### config.mk
export PLATFORM = sky130hd
export DESIGN_NAME = uart_sc_core
export DESIGN_NICKNAME = d
export VERILOG_FILES = /design/src/common/uart_sc_pkg.sv /design/src/logic/queue_mem.sv /design/src/logic/card_clock_gen.sv /design/src/logic/uart_sc_core.sv
export SDC_FILE = /design/constraint.sdc
export NUM_CORES = 1
export LEC_CHECK = 0
export BUFFER_PORTS_ARGS = -buffer_cell sky130_fd_sc_hd__buf_2
export CAP_MARGIN = 40
export CELL_PAD_IN_SITES_DETAIL_PLACEMENT = 0
export CELL_PAD_IN_SITES_GLOBAL_PLACEMENT = 1
export CORE_AREA = 5 5 236 238
export CTS_BUF_LIST = sky130_fd_sc_hd__clkbuf_4 sky130_fd_sc_hd__clkbuf_8 sky130_fd_sc_hd__clkbuf_16
export DETAILED_ROUTE_END_ITERATION = 12
export DIE_AREA = 0 0 241 243
export GPL_TIMING_DRIVEN = 0
export PLACE_DENSITY = 0.95
export SLEW_MARGIN = 20
export SYNTH_ARGS = -nofsm -noshare
export SYNTH_HDL_FRONTEND = slang
export SYNTH_SLANG_ARGS = --single-unit
export TNS_END_PERCENT = 10
### constraint.sdc
create_clock -name pclk -period 6.28 [get_ports pclk]
set_input_delay 1.57 -clock pclk [delete_from_list [all_inputs] [get_ports pclk]]
set_output_delay 1.57 -clock pclk [all_outputs]
set_load 0.05 [all_outputs]
### src/common/uart_sc_pkg.sv
// shared constants and types of the serial transceiver with card support
// assumes a 32-bit apb with byte addresses, registers one word each
package uart_sc_pkg;
  localparam int QUEUE_DEPTH = 16;
  localparam int OVERSAMPLE = 16;
  localparam int HALF_BIT_TICKS = 8;
  localparam int CARD_DIV_W = 16;
  // register byte offsets
  localparam logic [7:0] OFS_BAUD = 8'h00;
  localparam logic [7:0] OFS_TX_HOLD = 8'h04;
  localparam logic [7:0] OFS_RX_HOLD = 8'h08;
  localparam logic [7:0] OFS_CTRL = 8'h0c;
  localparam logic [7:0] OFS_IER = 8'h10;
  localparam logic [7:0] OFS_FLAGS = 8'h14;
  localparam logic [7:0] OFS_GUARD = 8'h18;
  localparam logic [7:0] OFS_GAP = 8'h1c;
  localparam logic [7:0] OFS_TX_FLUSH = 8'h20;
  localparam logic [7:0] OFS_RX_FLUSH = 8'h24;
  localparam logic [7:0] OFS_ROUTE = 8'h28;
  localparam logic [7:0] OFS_CARD_DIV = 8'h2c;
  // line_control fields
  localparam int CR_FIFO_EN = 10;
  localparam int CR_CARD_MODE = 9;
  localparam int CR_RX_ON = 8;
  localparam int CR_RUN = 7;
  localparam int CR_LOOP = 6;
  localparam int CR_ODD = 5;
  localparam int CR_STOP_LO = 3;
  localparam int CR_MODE_LO = 0;
  // line_flags fields
  localparam int SR_TX_FULL = 9;
  localparam int SR_RX_HALF = 8;
  localparam int SR_IDLE_GAP = 7;
  localparam int SR_PEND_GAP = 6;
  localparam int SR_LOST = 5;
  localparam int SR_STOP_FAULT = 4;
  localparam int SR_CHECK_FAULT = 3;
  localparam int SR_TX_HALF_FREE = 2;
  localparam int SR_DRAINED = 1;
  localparam int SR_RX_AVAIL = 0;
  // reset values
  localparam logic [15:0] BAUD_RESET = 16'h0001;
  localparam logic [15:0] FLAGS_RESET = 16'h0006;
  localparam logic [7:0] GUARD_RESET = 8'h00;
  localparam logic [7:0] GAP_RESET = 8'h00;
  // frame modes
  localparam logic [2:0] MODE_8 = 3'h1;
  localparam logic [2:0] MODE_7P = 3'h3;
  localparam logic [2:0] MODE_9 = 3'h4;
  localparam logic [2:0] MODE_8W = 3'h5;
  localparam logic [2:0] MODE_8P = 3'h7;
  typedef enum logic [1:0] {TX_IDLE, TX_START, TX_BITS, TX_STOP} tx_phase_t;
  typedef enum logic [1:0] {RX_IDLE, RX_START, RX_BITS, RX_STOP} rx_phase_t;
endpackage : uart_sc_pkg

### src/logic/queue_mem.sv
// small queue storage, one write port, registered read data
// assumes the owner keeps pointers and passes the next read address
module queue_mem import uart_sc_pkg::*; #(
  parameter int WIDTH = 9,
  parameter int DEPTH = QUEUE_DEPTH
) (
  input wire logic pclk,
  input wire logic presetn,
  input wire logic we,
  input wire logic [$clog2(DEPTH)-1:0] waddr,
  input wire logic [WIDTH-1:0] wdata,
  input wire logic [$clog2(DEPTH)-1:0] raddr,
  output logic [WIDTH-1:0] rdata
);
  typedef struct packed {
    logic [DEPTH-1:0][WIDTH-1:0] mem;
    logic [WIDTH-1:0] rdata_reg;
  } mem_state_t;
  mem_state_t r;
  mem_state_t n;
  always_comb begin
    n = r;
    if (we) begin
      n.mem[waddr] = wdata;
    end
    // bypass so a word written into an empty queue is seen at once
    n.rdata_reg = (we && waddr == raddr) ? wdata : r.mem[raddr];
  end
  always_ff @(posedge pclk or negedge presetn) begin
    if (!presetn) begin
      r <= '0;
    end else begin
      r <= n;
    end
  end
  assign rdata = r.rdata_reg;
endmodule : queue_mem

### src/logic/card_clock_gen.sv
// card clock divider: output toggles every div cycles of pclk
// assumes div is steady while the card is clocked; div of zero stops it low
module card_clock_gen import uart_sc_pkg::*; #(
  parameter int W = CARD_DIV_W
) (
  input wire logic pclk,
  input wire logic presetn,
  input wire logic [W-1:0] div,
  output logic card_clk
);
  typedef struct packed {
    logic [W-1:0] cnt;
    logic clk_reg;
  } div_state_t;
  div_state_t r;
  div_state_t n;
  always_comb begin
    n = r;
    if (div == '0) begin
      n.cnt = '0;
      n.clk_reg = 1'b0;
    end else if (r.cnt >= div - W'(1)) begin
      n.cnt = '0;
      n.clk_reg = !r.clk_reg;
    end else begin
      n.cnt = r.cnt + W'(1);
    end
  end
  always_ff @(posedge pclk or negedge presetn) begin
    if (!presetn) begin
      r <= '0;
    end else begin
      r <= n;
    end
  end
  assign card_clk = r.clk_reg;
endmodule : card_clock_gen

### src/logic/uart_sc_core.sv
// serial transceiver with queues, status, guard time, gap timeout and card hookup
// assumes apb master on pclk; card_data_in_pin is asynchronous and synchronised here
//
// Added by the designer: the APB slave port.
module uart_sc_core import uart_sc_pkg::*; #(
  parameter int DEPTH = QUEUE_DEPTH
) (
  input wire logic pclk,
  input wire logic presetn,
  input wire logic psel,
  input wire logic penable,
  input wire logic pwrite,
  input wire logic [7:0] paddr,
  input wire logic [31:0] pwdata,
  output logic [31:0] prdata,
  output logic pready,
  output logic pslverr,
  input wire logic card_data_in_pin,
  output logic serial_out,
  output logic card_data_out_oe,
  output logic card_clock_pin,
  output logic irq
);
  localparam int AW = $clog2(DEPTH);
  localparam int CW = AW + 1;

  if (DEPTH < 4 || (DEPTH & (DEPTH - 1)) != 0) begin : g_depth_check
    $error("queue depth must be a power of two, at least 4");
  end

  typedef struct packed {
    logic [15:0] baud_reload;
    logic [15:0] baud_cnt;
    logic [10:0] ctrl;
    logic [8:0] ier;
    logic [7:0] guard_cfg;
    logic [7:0] gap_cfg;
    logic route;
    logic [15:0] card_div;
    logic pready_reg;
    logic pslverr_reg;
    logic [31:0] prdata_reg;
    logic [3:0] os_cnt;
    logic [AW-1:0] txq_wr;
    logic [AW-1:0] txq_rd;
    logic [CW-1:0] txq_cnt;
    logic [AW-1:0] rxq_wr;
    logic [AW-1:0] rxq_rd;
    logic [CW-1:0] rxq_cnt;
    logic [CW-1:0] ferr_cnt;
    logic [CW-1:0] perr_cnt;
    tx_phase_t tx_phase;
    logic [4:0] tx_tick;
    logic [3:0] tx_bit;
    logic [8:0] tx_shift;
    logic [7:0] guard_cnt;
    rx_phase_t rx_phase;
    logic [3:0] rx_tick;
    logic [3:0] rx_bit;
    logic [8:0] rx_shift;
    logic [7:0] gap_cnt;
    logic gap_armed;
    logic idle_gap;
    logic pend_gap;
    logic lost;
    logic rx_meta;
    logic rx_sync;
    logic txd;
    logic data_oe;
    logic clk_pin;
    logic irq_reg;
  } core_state_t;

  function automatic core_state_t reset_state();
    core_state_t s;
    s = '0;
    s.baud_reload = BAUD_RESET;
    s.baud_cnt = BAUD_RESET;
    s.guard_cfg = GUARD_RESET;
    s.gap_cfg = GAP_RESET;
    s.rx_meta = 1'b1;
    s.rx_sync = 1'b1;
    s.txd = 1'b1;
    return s;
  endfunction : reset_state

  localparam core_state_t STATE_RESET = reset_state();

  function automatic logic [3:0] frame_last(input logic [2:0] mode);
    return (mode == MODE_7P || mode == MODE_8) ? 4'h7 : 4'h8;
  endfunction : frame_last

  // direct convention only, software flips inverse data
  function automatic logic [8:0] tx_frame(input logic [2:0] mode, input logic odd,
                                          input logic [8:0] d);
    case (mode)
      MODE_7P: tx_frame = {1'b0, ^d[6:0] ^ odd, d[6:0]};
      MODE_8P: tx_frame = {^d[7:0] ^ odd, d[7:0]};
      MODE_8: tx_frame = {1'b0, d[7:0]};
      default: tx_frame = d;
    endcase
  endfunction : tx_frame

  function automatic logic check_bad(input logic [2:0] mode, input logic odd,
                                     input logic [8:0] w);
    case (mode)
      MODE_7P: check_bad = w[7] != (^w[6:0] ^ odd);
      MODE_8P: check_bad = w[8] != (^w[7:0] ^ odd);
      default: check_bad = 1'b0;
    endcase
  endfunction : check_bad

  function automatic logic reg_hit(input logic [7:0] a);
    return a[1:0] == 2'h0 && a <= OFS_CARD_DIV;
  endfunction : reg_hit

  core_state_t r;
  core_state_t n;
  logic acc, done, wr, rd, run, tick, bit_tick, line, txd_now;
  logic tx_push, tx_pop, rx_push, rx_pop, ferr_new, perr_new;
  logic [CW-1:0] cap;
  logic [15:0] flags;
  logic [15:0] rdmux;
  logic [8:0] rx_word;
  logic [8:0] txq_head;
  logic [10:0] rxq_head;
  logic [4:0] stop_last;
  logic card_clk;

  queue_mem #(.WIDTH(9), .DEPTH(DEPTH)) u_tx_queue (
    .pclk(pclk),
    .presetn(presetn),
    .we(tx_push),
    .waddr(r.txq_wr),
    .wdata(pwdata[8:0]),
    .raddr(n.txq_rd),
    .rdata(txq_head)
  );

  queue_mem #(.WIDTH(11), .DEPTH(DEPTH)) u_rx_queue (
    .pclk(pclk),
    .presetn(presetn),
    .we(rx_push),
    .waddr(r.rxq_wr),
    .wdata({perr_new, ferr_new, rx_word}),
    .raddr(n.rxq_rd),
    .rdata(rxq_head)
  );

  // divider separate from the baud counter
  card_clock_gen #(.W(CARD_DIV_W)) u_card_clock (
    .pclk(pclk),
    .presetn(presetn),
    .div(r.card_div),
    .card_clk(card_clk)
  );

  always_comb begin
    n = r;
    acc = psel & penable;
    done = acc & r.pready_reg;
    wr = done & pwrite;
    rd = done & !pwrite;
    run = r.ctrl[CR_RUN];
    tick = 1'b0;
    bit_tick = 1'b0;
    tx_push = 1'b0;
    tx_pop = 1'b0;
    rx_push = 1'b0;
    rx_pop = 1'b0;
    // loopback feeds the receiver from the registered transmit line
    line = r.ctrl[CR_LOOP] ? r.txd : r.rx_sync;
    rx_word = (frame_last(r.ctrl[2:0]) == 4'h7) ? {1'b0, r.rx_shift[8:1]} : r.rx_shift;
    ferr_new = !line;
    perr_new = check_bad(r.ctrl[2:0], r.ctrl[CR_ODD], rx_word);
    stop_last = {r.ctrl[4:3], 3'h7};
    // with the queue switched off each side holds one character
    cap = r.ctrl[CR_FIFO_EN] ? CW'(DEPTH) : CW'(1);

    flags = 16'h0000;
    flags[SR_TX_FULL] = r.txq_cnt == CW'(DEPTH);
    flags[SR_RX_HALF] = r.rxq_cnt > CW'(DEPTH / 2);
    flags[SR_IDLE_GAP] = r.idle_gap;
    flags[SR_PEND_GAP] = r.pend_gap;
    flags[SR_LOST] = r.lost;
    flags[SR_STOP_FAULT] = r.ferr_cnt != '0;
    flags[SR_CHECK_FAULT] = r.perr_cnt != '0;
    flags[SR_TX_HALF_FREE] = r.txq_cnt <= CW'(DEPTH / 2);
    flags[SR_DRAINED] = r.tx_phase == TX_IDLE && r.guard_cnt == 8'h00;
    flags[SR_RX_AVAIL] = r.rxq_cnt != '0;

    case (paddr)
      OFS_BAUD: rdmux = r.baud_cnt;
      OFS_RX_HOLD: rdmux = {6'h00, rxq_head[9:0]};
      OFS_CTRL: rdmux = {5'h00, r.ctrl};
      OFS_IER: rdmux = {7'h00, r.ier};
      OFS_FLAGS: rdmux = flags;
      OFS_GUARD: rdmux = {8'h00, r.guard_cfg};
      OFS_GAP: rdmux = {8'h00, r.gap_cfg};
      OFS_ROUTE: rdmux = {15'h0000, r.route};
      OFS_CARD_DIV: rdmux = r.card_div;
      default: rdmux = 16'h0000;
    endcase

    // one wait state: answer is registered, then completes
    n.pready_reg = acc & !r.pready_reg;
    if (acc & !r.pready_reg) begin
      n.prdata_reg = {16'h0000, rdmux};
      n.pslverr_reg = !reg_hit(paddr);
    end
    if (rd && paddr == OFS_FLAGS) begin
      n.lost = 1'b0;
    end
    if (rd && paddr == OFS_RX_HOLD && r.rxq_cnt != '0) begin
      rx_pop = 1'b1;
    end
    if (wr) begin
      case (paddr)
        OFS_BAUD: begin
          n.baud_reload = pwdata[15:0];
          n.baud_cnt = pwdata[15:0];
        end
        OFS_TX_HOLD: tx_push = r.txq_cnt < cap;
        OFS_CTRL: n.ctrl = pwdata[10:0];
        OFS_IER: n.ier = pwdata[8:0];
        OFS_GUARD: n.guard_cfg = pwdata[7:0];
        OFS_GAP: n.gap_cfg = pwdata[7:0];
        OFS_ROUTE: n.route = pwdata[0];
        OFS_CARD_DIV: n.card_div = pwdata[15:0];
        default: ;
      endcase
    end

    // baud counter and everything after it halt while run is low
    if (run) begin
      if (r.baud_cnt == 16'h0000) begin
        tick = 1'b1;
        n.baud_cnt = r.baud_reload;
      end else begin
        n.baud_cnt = r.baud_cnt - 16'h0001;
      end
    end
    if (tick) begin
      n.os_cnt = r.os_cnt + 4'h1;
      bit_tick = r.os_cnt == 4'(OVERSAMPLE - 1);
    end

    // transmitter
    if (tick) begin
      n.tx_tick = r.tx_tick + 5'h01;
      unique case (r.tx_phase)
        TX_IDLE: begin
          n.tx_tick = 5'h00;
          if (r.txq_cnt != '0) begin
            tx_pop = 1'b1;
            n.tx_shift = tx_frame(r.ctrl[2:0], r.ctrl[CR_ODD], txq_head);
            n.tx_bit = 4'h0;
            n.tx_phase = TX_START;
          end
        end
        TX_START: begin
          if (r.tx_tick == 5'(OVERSAMPLE - 1)) begin
            n.tx_tick = 5'h00;
            n.tx_phase = TX_BITS;
          end
        end
        TX_BITS: begin
          if (r.tx_tick == 5'(OVERSAMPLE - 1)) begin
            n.tx_tick = 5'h00;
            n.tx_shift = {1'b1, r.tx_shift[8:1]};
            n.tx_bit = r.tx_bit + 4'h1;
            if (r.tx_bit == frame_last(r.ctrl[2:0])) begin
              n.tx_phase = TX_STOP;
            end
          end
        end
        TX_STOP: begin
          // stop length counted in half bits: 0.5, 1, 1.5 or 2
          if (r.tx_tick == stop_last) begin
            n.tx_phase = TX_IDLE;
            n.guard_cnt = r.guard_cfg;
          end
        end
      endcase
    end
    // guard counts down in bit times
    if (bit_tick && r.tx_phase == TX_IDLE && r.guard_cnt != 8'h00) begin
      n.guard_cnt = r.guard_cnt - 8'h01;
    end

    // receiver, only with run and receiver_on_bit
    if (tick) begin
      n.rx_tick = r.rx_tick + 4'h1;
      unique case (r.rx_phase)
        RX_IDLE: begin
          n.rx_tick = 4'h0;
          if (r.ctrl[CR_RX_ON] && !line) begin
            n.rx_phase = RX_START;
          end
        end
        RX_START: begin
          // a start bit gone high by mid-bit is a glitch
          if (r.rx_tick == 4'(HALF_BIT_TICKS - 1) && line) begin
            n.rx_phase = RX_IDLE;
          end else if (r.rx_tick == 4'(OVERSAMPLE - 1)) begin
            n.rx_phase = RX_BITS;
            n.rx_bit = 4'h0;
          end
        end
        RX_BITS: begin
          if (r.rx_tick == 4'(HALF_BIT_TICKS - 1)) begin
            n.rx_shift = {line, r.rx_shift[8:1]};
          end
          if (r.rx_tick == 4'(OVERSAMPLE - 1)) begin
            n.rx_bit = r.rx_bit + 4'h1;
            if (r.rx_bit == frame_last(r.ctrl[2:0])) begin
              n.rx_phase = RX_STOP;
            end
          end
        end
        RX_STOP: begin
          // half stop bit is sampled early so the frame can end on time
          if (r.rx_tick == (r.ctrl[4:3] == 2'h0 ? 4'h3 : 4'(HALF_BIT_TICKS - 1))) begin
            n.rx_phase = RX_IDLE;
            if (r.rxq_cnt < cap) begin
              rx_push = 1'b1;
            end else begin
              // overrun, character dropped; set wins over read clear
              n.lost = 1'b1;
            end
            // card line may stay low after a character
            if (r.ctrl[CR_CARD_MODE]) begin
              n.ctrl[CR_RX_ON] = 1'b0;
            end
            n.gap_cnt = r.gap_cfg;
            n.gap_armed = r.gap_cfg != 8'h00;
            n.idle_gap = 1'b0;
            n.pend_gap = 1'b0;
          end
        end
      endcase
    end

    if (bit_tick && r.gap_armed && n.gap_armed) begin
      if (r.gap_cnt <= 8'h01) begin
        n.gap_armed = 1'b0;
        if (r.rxq_cnt == '0) begin
          n.idle_gap = 1'b1;
        end else begin
          n.pend_gap = 1'b1;
        end
      end else begin
        n.gap_cnt = r.gap_cnt - 8'h01;
      end
    end

    // queue bookkeeping
    n.txq_wr = r.txq_wr + AW'(tx_push);
    n.txq_rd = r.txq_rd + AW'(tx_pop);
    n.txq_cnt = r.txq_cnt + CW'(tx_push) - CW'(tx_pop);
    n.rxq_wr = r.rxq_wr + AW'(rx_push);
    n.rxq_rd = r.rxq_rd + AW'(rx_pop);
    n.rxq_cnt = r.rxq_cnt + CW'(rx_push) - CW'(rx_pop);
    // count faulty entries in and out
    n.ferr_cnt = r.ferr_cnt + CW'(rx_push & ferr_new) - CW'(rx_pop & rxq_head[9]);
    n.perr_cnt = r.perr_cnt + CW'(rx_push & perr_new) - CW'(rx_pop & rxq_head[10]);
    if (wr && paddr == OFS_TX_FLUSH) begin
      n.txq_wr = '0;
      n.txq_rd = '0;
      n.txq_cnt = '0;
    end
    if (wr && paddr == OFS_RX_FLUSH) begin
      n.rxq_wr = '0;
      n.rxq_rd = '0;
      n.rxq_cnt = '0;
      n.ferr_cnt = '0;
      n.perr_cnt = '0;
    end

    txd_now = 1'b1;
    if (run && r.tx_phase == TX_START) begin
      txd_now = 1'b0;
    end else if (run && r.tx_phase == TX_BITS) begin
      txd_now = r.tx_shift[0];
    end
    n.txd = txd_now;
    // open-drain data pulls low only; clock routed with it
    n.data_oe = r.route & !txd_now;
    n.clk_pin = r.route & card_clk;
    n.irq_reg = |(flags[8:0] & r.ier);
    n.rx_meta = card_data_in_pin;
    n.rx_sync = r.rx_meta;
  end

  always_ff @(posedge pclk or negedge presetn) begin
    if (!presetn) begin
      r <= STATE_RESET;
    end else begin
      r <= n;
    end
  end

  assign prdata = r.prdata_reg;
  assign pready = r.pready_reg;
  assign pslverr = r.pslverr_reg;
  assign serial_out = r.txd;
  assign card_data_out_oe = r.data_oe;
  assign card_clock_pin = r.clk_pin;
  assign irq = r.irq_reg;
endmodule : uart_sc_core

==> results_tabular.tex, run 1 <==
\begin{tabular}{lr}
\hline
Metric & Value \\
\hline
\multicolumn{2}{l}{\textbf{CTS}} \\
\quad Clock tree buffer depth & 3 \\
\quad Clock sinks & about 570 \\
\quad Clock H-tree levels & 2 \\
\quad Later-pin clock latency in the skew report & 0.66 ns \\
\quad Buffer cell driving the clock tree root & sky130\_fd\_sc\_hd\_\_clkbuf\_16 \\
\quad Number of buffers inserted by post-CTS setup repair & 0 \\
\quad CTS Hold Buffers Added & 0 \\
\quad Clock slew seen by the registers of the worst setup and hold paths & approximately 0.06 ns \\
\quad Num CTS Buffers & between 50 and 60 \\
\quad Cells resized by post-CTS repair & 0 \\
\quad TritonCTS clock tree & yes \\
\multicolumn{2}{l}{\textbf{Floorplanning}} \\
\quad Chip width & roughly 240 um \\
\quad Full die area & $\sim$59000 sq um \\
\quad Starting density of the core & a little over half \\
\quad Standard-cell rows & between 80 and 90 \\
\quad Placeable Area & about 53000 sq um \\
\quad Ports & between 80 and 90 \\
\quad Die height & 243 um \\
\multicolumn{2}{l}{\textbf{Critical path}} \\
\quad Crit-path most repeated cell & sky130\_fd\_sc\_hd\_\_nor3\_1 \\
\quad Sequence of cells on the critical path & buf\_2 > nor3\_1 > nand2\_1 > nor3\_1 > ha\_1 > clkbuf\_1 > clkbuf\_2 > clkbuf\_1 > buf\_2 > mux2i\_1 > a2111oi\_0 > nor3\_1 > a21oi\_1 \\
\quad Launching element type of the critical path & input pin \\
\quad Critical-path top delay cell & sky130\_fd\_sc\_hd\_\_a2111oi\_0 \\
\quad Setup crit end kind & flop \\
\quad WS Path Type & in2reg \\
\quad R2r setup slk & roughly 0.54 ns \\
\quad Worst path required time & 6.79 ns \\
\quad Maximum fanout along the worst path & 10 \\
\quad Crit-path max cell delay & slightly below 0.7 ns \\
\quad Data arrival time of the critical path & 6.35 ns \\
\multicolumn{2}{l}{\textbf{Power}} \\
\quad Fraction of power spent switching nets & between 20\% and 30\% \\
\quad Clock network fraction of design power & between 40\% and 50\% \\
\quad Leakage & $\sim$0.015 uW \\
\quad Sequential power share & a little under half \\
\quad Ratio of total power to cell area & 245 nW/um\^{}2 \\
\quad Switching power of the nets & 1920 uW \\
\quad Internal power summed over all cells & between 5000 and 6000 uW \\
\quad IR Drop Worst-Case VDD & 0.000234 V \\
\quad Total power draw & 7820 uW \\
\quad Combinational power share & around 6.4\% \\
\multicolumn{2}{l}{\textbf{Routing}} \\
\quad Routed Antenna Nets & 0 \\
\quad Vias per Instance & $\sim$6.3 \\
\quad Per-cell routed wire length & 24.2 um \\
\quad 1st-pass router iterations & 6 \\
\quad DRC & 0 \\
\quad Initial drt markers & roughly 2600 \\
\quad Total length of routed wires & roughly 90 mm \\
\quad Vias & between 20000 and 25000 \\
\multicolumn{2}{l}{\textbf{GRT}} \\
\quad Grt ovf & 0 \\
\quad Maximum number of pins on one net before global-route repair & 99 \\
\quad Wire length of the first global-routing pass & between 100 and 150 mm \\
\quad GRT Overall Usage & between 20\% and 30\% \\
\quad Via count of the first global-routing pass & 22900 \\
\quad Antenna violations before repair & 0 \\
\multicolumn{2}{l}{\textbf{STA}} \\
\quad \# setup viols final & 0 \\
\quad Tmin final & about 6 ns \\
\quad Highest Clock Rate & 0.171 GHz \\
\quad Final period utilization & $\sim$93\% \\
\quad Worst hold slack across all endpoints & 0.360 ns \\
\quad Worst-margin pin slew & 0.928 ns \\
\quad Remaining max-slew budget at the tightest pin & 38.2\% \\
\quad Hold Fails Final Rpt & 0 \\
\quad Setup TNS & 0 ns \\
\quad Max-slew violation total from the final report & 0 \\
\quad Worst clock skew & 0.0503 ns \\
\quad RSZ-0062 raised after global routing & false \\
\multicolumn{2}{l}{\textbf{Cells and area}} \\
\quad Final net count & $\sim$3100 \\
\quad Fraction of layout instances using a drive strength above 1 & between 10\% and 20\% \\
\quad Layout Area Growth over Synthesis & 12.6\% \\
\quad Biggest regs & r x181, u\_rx\_queue.r x176, u\_tx\_queue.r x144 \\
\quad Fraction of the core area covered by cells at the end of the flow & 59.9\% \\
\quad Max FFs per register & between 150 and 200 \\
\quad Post-route cell area & between 30000 and 40000 sq um \\
\quad Reg with most FFs & r \\
\multicolumn{2}{l}{\textbf{Logic synthesis}} \\
\quad Cell Area, Synth & 28400 sq um \\
\quad Most instantiated flip-flop cell in the synthesis netlist & sky130\_fd\_sc\_hd\_\_dfrtp\_1 \\
\quad Number of warnings printed during yosys synthesis & 0 \\
\quad Register area share after synthesis & 49.8\% \\
\quad Mean Syn Cell Area & between 10 and 15 sq um \\
\quad Asr flop ratio synth & between 90\% and 100\% \\
\quad Synthesized flop and latch total & between 500 and 600 \\
\quad Number of flops mapped to enable cells by yosys & 0 \\
\quad Count of different cell masters after synthesis & 84 \\
\quad Instance count of the mapped netlist & approximately 2800 \\
\multicolumn{2}{l}{\textbf{Placement}} \\
\quad Total half-perimeter wirelength after legalization and detailed placement & 64.5 mm \\
\quad Global placement routability congestion & a little under 1 \\
\quad Number of buffers added on ports & 50 \\
\quad Instance area after placement & $\sim$30000 sq um \\
\multicolumn{2}{l}{\textbf{Run}} \\
\quad Max\_cap viols & 0 \\
\multicolumn{2}{l}{\textbf{Worst hold path}} \\
\quad Class of the tightest hold or removal check & reg2reg \\
\multicolumn{2}{l}{\textbf{Outcome}} \\
\quad Outcome & finished clean \\
\hline
\end{tabular}
area by class of cell:
cell class / instances / area, sq um
diodes: 3 / 7.51
plain buffers: 190 / 857
clock buffers: 90 / 1790
clock inverters: 18 / 225
fillers: 4458 / 21400
inverters: 61 / 229
multi-input cells: 1978 / 13300
flip-flops and latches: 565 / 14100
well taps: 696 / 871
repair buffers: 77 / 576
cell usage after synthesis (6+ instances only):
cell type | n | area, sq um
sky130_fd_sc_hd__dfrtp_1 | 560 | 14000
sky130_fd_sc_hd__nand2_1 | 371 | 1390
sky130_fd_sc_hd__o21ai_0 | 296 | 1480
sky130_fd_sc_hd__mux2_2 | 240 | 2700
sky130_fd_sc_hd__nor2_1 | 157 | 589
sky130_fd_sc_hd__clkbuf_1 | 135 | 507
sky130_fd_sc_hd__a21oi_1 | 104 | 521
sky130_fd_sc_hd__mux2i_1 | 76 | 761
sky130_fd_sc_hd__ha_1 | 73 | 913
sky130_fd_sc_hd__nand3_1 | 73 | 365
sky130_fd_sc_hd__xnor2_1 | 62 | 543
sky130_fd_sc_hd__inv_1 | 59 | 221
sky130_fd_sc_hd__nor3_1 | 49 | 245
sky130_fd_sc_hd__a22oi_1 | 35 | 263
sky130_fd_sc_hd__buf_4 | 32 | 240
sky130_fd_sc_hd__o211ai_1 | 29 | 218
sky130_fd_sc_hd__xor2_1 | 27 | 236
sky130_fd_sc_hd__a21o_1 | 24 | 180
sky130_fd_sc_hd__nor4_1 | 23 | 144
sky130_fd_sc_hd__and2_1 | 22 | 138
sky130_fd_sc_hd__and3_1 | 20 | 125
sky130_fd_sc_hd__nand2b_1 | 20 | 125
sky130_fd_sc_hd__o22ai_1 | 19 | 119
sky130_fd_sc_hd__a22o_1 | 17 | 149
sky130_fd_sc_hd__nand4_1 | 17 | 106
sky130_fd_sc_hd__a211oi_1 | 15 | 113
sky130_fd_sc_hd__a31oi_1 | 15 | 93.8
sky130_fd_sc_hd__or3_1 | 15 | 93.8
sky130_fd_sc_hd__nor2b_1 | 14 | 87.6
sky130_fd_sc_hd__buf_2 | 12 | 60.1
sky130_fd_sc_hd__a222oi_1 | 11 | 110
sky130_fd_sc_hd__o221ai_1 | 11 | 96.3
sky130_fd_sc_hd__buf_1 | 10 | 37.5
sky130_fd_sc_hd__or2_2 | 10 | 62.6
sky130_fd_sc_hd__o2111ai_1 | 9 | 78.8
sky130_fd_sc_hd__o31ai_1 | 8 | 60.1
sky130_fd_sc_hd__a221oi_1 | 7 | 61.3
sky130_fd_sc_hd__a2bb2oi_1 | 7 | 61.3
sky130_fd_sc_hd__or4_1 | 7 | 52.6
sky130_fd_sc_hd__nor3b_1 | 6 | 45.0
metrics by stage:
step	std cells	setup slack, ns
floorplan	2794	1.64
global placement	3540	-7.56
detailed placement	3557	-0.500
CTS	3665	0.135
global route	3675	0.251
finish	3678	0.434
layer usage:
layer	GRT usage, %	vias to the layer above	share of wire (%)
met5	0	-	0
met4	11.0	0	3.9
met3	6.98	223	9.9
met2	44.0	1097	44
met1	43.6	11600	42
li1	-	10200	-
cell families (layout without fill, tap and decap cells):
group | after synthesis | after routing | share of synthesized area [%]
AND/OR/NAND/NOR | 833 | 833 | 13.7
AO/OA/AOI/OAI | 642 | 642 | 13.8
flip-flops | 565 | 565 | 49.8
multiplexers | 321 | 321 | 12.6
buffers and inverters | 251 | 436 | 3.82
XOR/XNOR | 89 | 89 | 2.75
adder cells (fa/ha/maj) | 77 | 77 | 3.50
other | 1 | 19 | 0.0132
final timing paths:
path,start,endpoint,depth (start not counted)
worst max-delay path,paddr[5],u_rx_queue.rdata[0],13
worst min-delay path,n[4],r[4],0
worst max register to register,r[193],u_tx_queue.rdata[2],16
worst min register to register,n[4],r[4],0
max in group asynchronous,presetn,u_tx_queue.r[28],4
min in group asynchronous,presetn,u_rx_queue.r[48],1
worst max-delay path: cells and delay by family:
kind            cells  cell delay, ns
buf+inv             5            2.08
compound gates      2            0.95
fa+ha+maj           1            0.18
simple gates        4            1.39
mux                 1            0.14
power by group through the flow:
stage	clock, uW	combinational [uW]	sequential [uW]
CTS	3610	495	3740
detailed placement	0	494	3800
global route	3770	559	3740
global placement	0	447	3800
floorplan	0	279	3790
finish	3580	504	3740
layout by cell type, fill, tap and decap left out, types with 13 or more instances in the layout:
cell type and n:
sky130_fd_sc_hd__o21ai_0 296, sky130_fd_sc_hd__a21o_1 24, sky130_fd_sc_hd__mux2_2 240, sky130_fd_sc_hd__clkbuf_1 135, sky130_fd_sc_hd__a22o_1 17, sky130_fd_sc_hd__nand2b_1 20
sky130_fd_sc_hd__nand4_1 17, sky130_fd_sc_hd__a211oi_1 15, sky130_fd_sc_hd__clkbuf_4 19, sky130_fd_sc_hd__nor2b_1 14, sky130_fd_sc_hd__ha_1 73, sky130_fd_sc_hd__a22oi_1 35
sky130_fd_sc_hd__nor2_1 157, sky130_fd_sc_hd__xnor2_1 62, sky130_fd_sc_hd__o22ai_1 19, sky130_fd_sc_hd__xor2_1 27, sky130_fd_sc_hd__clkbuf_16 58, sky130_fd_sc_hd__dfrtp_1 560
sky130_fd_sc_hd__buf_4 38, sky130_fd_sc_hd__nand3_1 73, sky130_fd_sc_hd__buf_2 68, sky130_fd_sc_hd__conb_1 16, sky130_fd_sc_hd__inv_1 59, sky130_fd_sc_hd__nor4_1 23
sky130_fd_sc_hd__mux2i_1 74, sky130_fd_sc_hd__a21oi_1 104, sky130_fd_sc_hd__nor3_1 47, sky130_fd_sc_hd__and3_1 20, sky130_fd_sc_hd__and2_1 22, sky130_fd_sc_hd__or3_1 15
sky130_fd_sc_hd__nand2_1 371, sky130_fd_sc_hd__o211ai_1 29, sky130_fd_sc_hd__clkbuf_8 15, sky130_fd_sc_hd__a31oi_1 13
Note: power is estimated with default switching activity, not from simulation.
==> run 2, diff against run 1 <==
- CORE_AREA: 5 5 236 238 -> 5 5 245 247
- CTS_CLUSTER_SIZE: not set -> 25
- DIE_AREA: 0 0 241 243 -> 0 0 250 252
- PLACE_DENSITY: 0.95 -> 0.9
- clock period: 6.28 -> 6.7 ns (I/O delays scaled with it)
==> run 2 against run 1 <==
Against the previous run: register-to-register slack gained 0.51 ns; worst hold slack gained 0.0029 ns; largest cell class unchanged; final cell count grew 1.8%; highest routed layer is now met5; flip-flop and latch count is the same; global-route usage shrank 2.0 points; die area grew 7.6%; critical path depth grew 1; power shrank 6.1%; setup slack lost 0.062 ns; clock power shrank 6%; wire length grew 0.60%.
==> results_tabular.tex, run 2 (synthesis gave the netlist of run 1 again) <==
\begin{tabular}{lr}
\hline
Metric & Value \\
\hline
\multicolumn{2}{l}{\textbf{CTS}} \\
\quad Num CTS Buffers & 60 (+3.4\%) \\
\quad Clock H-tree levels & 2 (unchanged) \\
\quad Later-pin clock latency in the skew report & 0.66 ns (about the same) \\
\quad Clock slew seen by the registers of the worst setup and hold paths & 0.06 ns (about the same) \\
\quad TritonCTS clock tree & yes \\
\quad Number of buffers inserted by post-CTS setup repair & 0 (unchanged) \\
\quad Buffer cell driving the clock tree root & sky130\_fd\_sc\_hd\_\_clkbuf\_16 \\
\quad Clock tree buffer depth & 3 (unchanged) \\
\quad Clock sinks & 565 (unchanged) \\
\multicolumn{2}{l}{\textbf{Critical path}} \\
\quad Worst path required time & 7.15 ns (+0.36 ns) \\
\quad Setup crit end kind & flop \\
\quad Launching element type of the critical path & input pin \\
\quad Worst setup path startpoint & paddr[5] \\
\quad Crit-path most repeated cell & sky130\_fd\_sc\_hd\_\_nor3\_1 \\
\quad Data arrival time of the critical path & 6.78 ns (+0.43 ns) \\
\quad Sequence of cells on the critical path & buf\_2 > nor3\_1 > nand2\_1 > nor3\_1 > ha\_1 > clkbuf\_1 > clkdlybuf4s15\_2 > inv\_1 > a31oi\_1 > mux2\_2 > o211ai\_1 > nand2\_1 > nor3\_1 > a21oi\_1 \\
\quad Critical register-to-register path startpoint & r[193] \\
\quad Critical-path top delay cell & sky130\_fd\_sc\_hd\_\_clkdlybuf4s15\_2 \\
\quad WS Path Type & in2reg \\
\quad Crit-path max cell delay & 0.71 ns (+0.02 ns) \\
\quad Maximum fanout along the worst path & 19 (+9) \\
\multicolumn{2}{l}{\textbf{STA}} \\
\quad Max-slew violation total from the final report & 0 (unchanged) \\
\quad Worst hold slack across all endpoints & 0.363 ns (+0.00286 ns) \\
\quad RSZ-0062 raised after global routing & false \\
\quad Highest Clock Rate & between 0.15 and 0.2 GHz \\
\quad Worst clock skew & 0.0417 ns (-0.00860 ns) \\
\quad Hold Fails Final Rpt & 0 (unchanged) \\
\quad \# setup viols final & 0 (unchanged) \\
\quad Setup TNS & 0 ns (unchanged) \\
\quad Worst-margin pin slew & 0.902 ns (-0.0256 ns) \\
\quad Final period utilization & a little over nine tenths \\
\quad Tmin final & about 6.3 ns \\
\quad Remaining max-slew budget at the tightest pin & 38.1\% (about the same) \\
\multicolumn{2}{l}{\textbf{Floorplanning}} \\
\quad Placeable Area & 57400 sq um (+7.4\%) \\
\quad Starting density of the core & 49.5\% (-3.7 points) \\
\quad Full die area & 63000 sq um (+7.6\%) \\
\quad Ports & 84 (unchanged) \\
\quad Standard-cell rows & 88 (+3.5\%) \\
\quad Chip width & 250 um (+3.7\%) \\
\quad Die height & 252 um (+3.7\%) \\
\multicolumn{2}{l}{\textbf{Cells and area}} \\
\quad Biggest regs & r x181, u\_rx\_queue.r x176, u\_tx\_queue.r x144 \\
\quad Fraction of layout instances using a drive strength above 1 & 17.3\% (-0.12 points) \\
\quad Final net count & 3056 (+0.065\%) \\
\quad Max FFs per register & 181 (unchanged) \\
\quad Post-route cell area & 32000 sq um (+0.19\%) \\
\quad Leading cell type in the layout, fill and taps excluded & sky130\_fd\_sc\_hd\_\_dfrtp\_1 \\
\quad Most frequent cells in the layout & sky130\_fd\_sc\_hd\_\_dfrtp\_1, sky130\_fd\_sc\_hd\_\_nand2\_1, sky130\_fd\_sc\_hd\_\_o21ai\_0 \\
\quad Reg with most FFs & r \\
\quad Layout Area Growth over Synthesis & 12.8\% \\
\multicolumn{2}{l}{\textbf{Routing}} \\
\quad DRC & 0 (unchanged) \\
\quad Total length of routed wires & 89.5 mm (+0.60\%) \\
\quad Vias & 22900 (-0.74\%) \\
\quad Vias per Instance & 6.13 (-2.5\%) \\
\quad Initial drt markers & 2303 (-9.7\%) \\
\quad 1st-pass router iterations & 6 (unchanged) \\
\quad Per-cell routed wire length & 23.9 um (-1.1\%) \\
\quad Routed Antenna Nets & 0 (unchanged) \\
\multicolumn{2}{l}{\textbf{Placement}} \\
\quad Total half-perimeter wirelength after legalization and detailed placement & 65.2 mm (+1.2\%) \\
\quad Global placement routability congestion & 1.01 (+4.7\%) \\
\quad Number of buffers added on ports & 50 (unchanged) \\
\quad Instance area after placement & 30000 sq um (+0.36\%) \\
\multicolumn{2}{l}{\textbf{GRT}} \\
\quad Via count of the first global-routing pass & 23000 (+0.38\%) \\
\quad Grt ovf & 0 (unchanged) \\
\quad Antenna violations before repair & 6 (+6) \\
\quad GRT Overall Usage & 27.9\% (-2.0 points) \\
\quad Maximum number of pins on one net before global-route repair & 101 (+2.0\%) \\
\quad Wire length of the first global-routing pass & 138 mm (+1.0\%) \\
\multicolumn{2}{l}{\textbf{Power}} \\
\quad Leakage & 0.0147 uW (about the same) \\
\quad Ratio of total power to cell area & 229 nW/um\^{}2 (-6.3\%) \\
\quad IR Drop Worst-Case VDD & 0.000197 V (-16\%) \\
\quad Total power draw & 7350 uW (-6.1\%) \\
\multicolumn{2}{l}{\textbf{Worst hold path}} \\
\quad Launch point of the worst hold path & n[4] \\
\quad Class of the tightest hold or removal check & reg2reg \\
\multicolumn{2}{l}{\textbf{Run}} \\
\quad Max\_cap viols & 0 (unchanged) \\
\multicolumn{2}{l}{\textbf{Outcome}} \\
\quad Outcome & finished clean \\
\hline
\end{tabular}
[run 2: cell types whose count changed in the layout (fill, tap and decap cells not counted), sizes merged]
cell           previous run  this run
diode                     3         1
clkdlybuf4s15             0         1
clkdlybuf4s18             0         1
bufinv                    2         3
inv                      60        62
clkbuf                  230       219
buf                     127       130
clkinvlp                  1         4
clkinv                   16        14
[run 2: routing by layer]
layer	global-route usage [%]	vias up	share of wire, %	routed length [um]
met1	37.7	11700	42	37300
li1	-	10200	-	-
met4	10.6	6	4.2	3750
met5	0	-	0.046	41
met2	44.6	892	46	41400
met3	6.02	207	7.9	7030
[run 2: path summary, 6_finish.rpt]
kind                       cells after the start                   to  slack, ns
max                                           14  u_rx_queue.rdata[7]       0.37
min                                            0                 r[4]       0.36
max reg2reg                                   16  u_tx_queue.rdata[4]       1.05
min reg2reg                                    0                 r[4]       0.36
max in group asynchronous                      3    u_tx_queue.r[143]       4.22
min in group asynchronous                      1                r[72]       1.09
[run 2: cell type report]
cell class / instances / area [sq um]
timing repair buffer: 78 / 584
clock inverter: 22 / 229
sequential: 565 / 14100
antenna: 1 / 2.50
multi-input combinational: 1978 / 13300
clock buffer: 84 / 1770
tap: 765 / 957
buffer: 189 / 860
fill: 4945 / 25300
inverter: 61 / 229
[run 2: repair_timing]
item                       in CTS  in global routing
setup endpoints to repair       1                  2
gates resized for setup         2                  0
pin swaps                       0                  0
hold buffers                    0                  0
[run 2: worst max-delay path: cells and delay by family]
family                     cells  cell delay [ns]
AOI/OAI and AO/OA              3             1.07
adders and majority gates      1             0.21
and+or+nand+nor                5             1.69
buffers and inverters          4             1.65
muxes                          1             0.46
[run 2: power by group]
group	internal [uW]	switching [uW]
registers	3460	44.2
logic	152	317
clock network	1950	1430
total	5560	1790
[run 2: per-stage QoR]
stage | setup slack, ns | cells | util [%]
after floorplan | 1.96 | 2794 | -
after global placement | -7.41 | 3609 | 51.7
after detailed placement | -0.812 | 3632 | 52.2
after CTS | 0.0633 | 3738 | 55.7
after global routing | 0.00761 | 3743 | 55.8
final | 0.372 | 3743 | 55.8
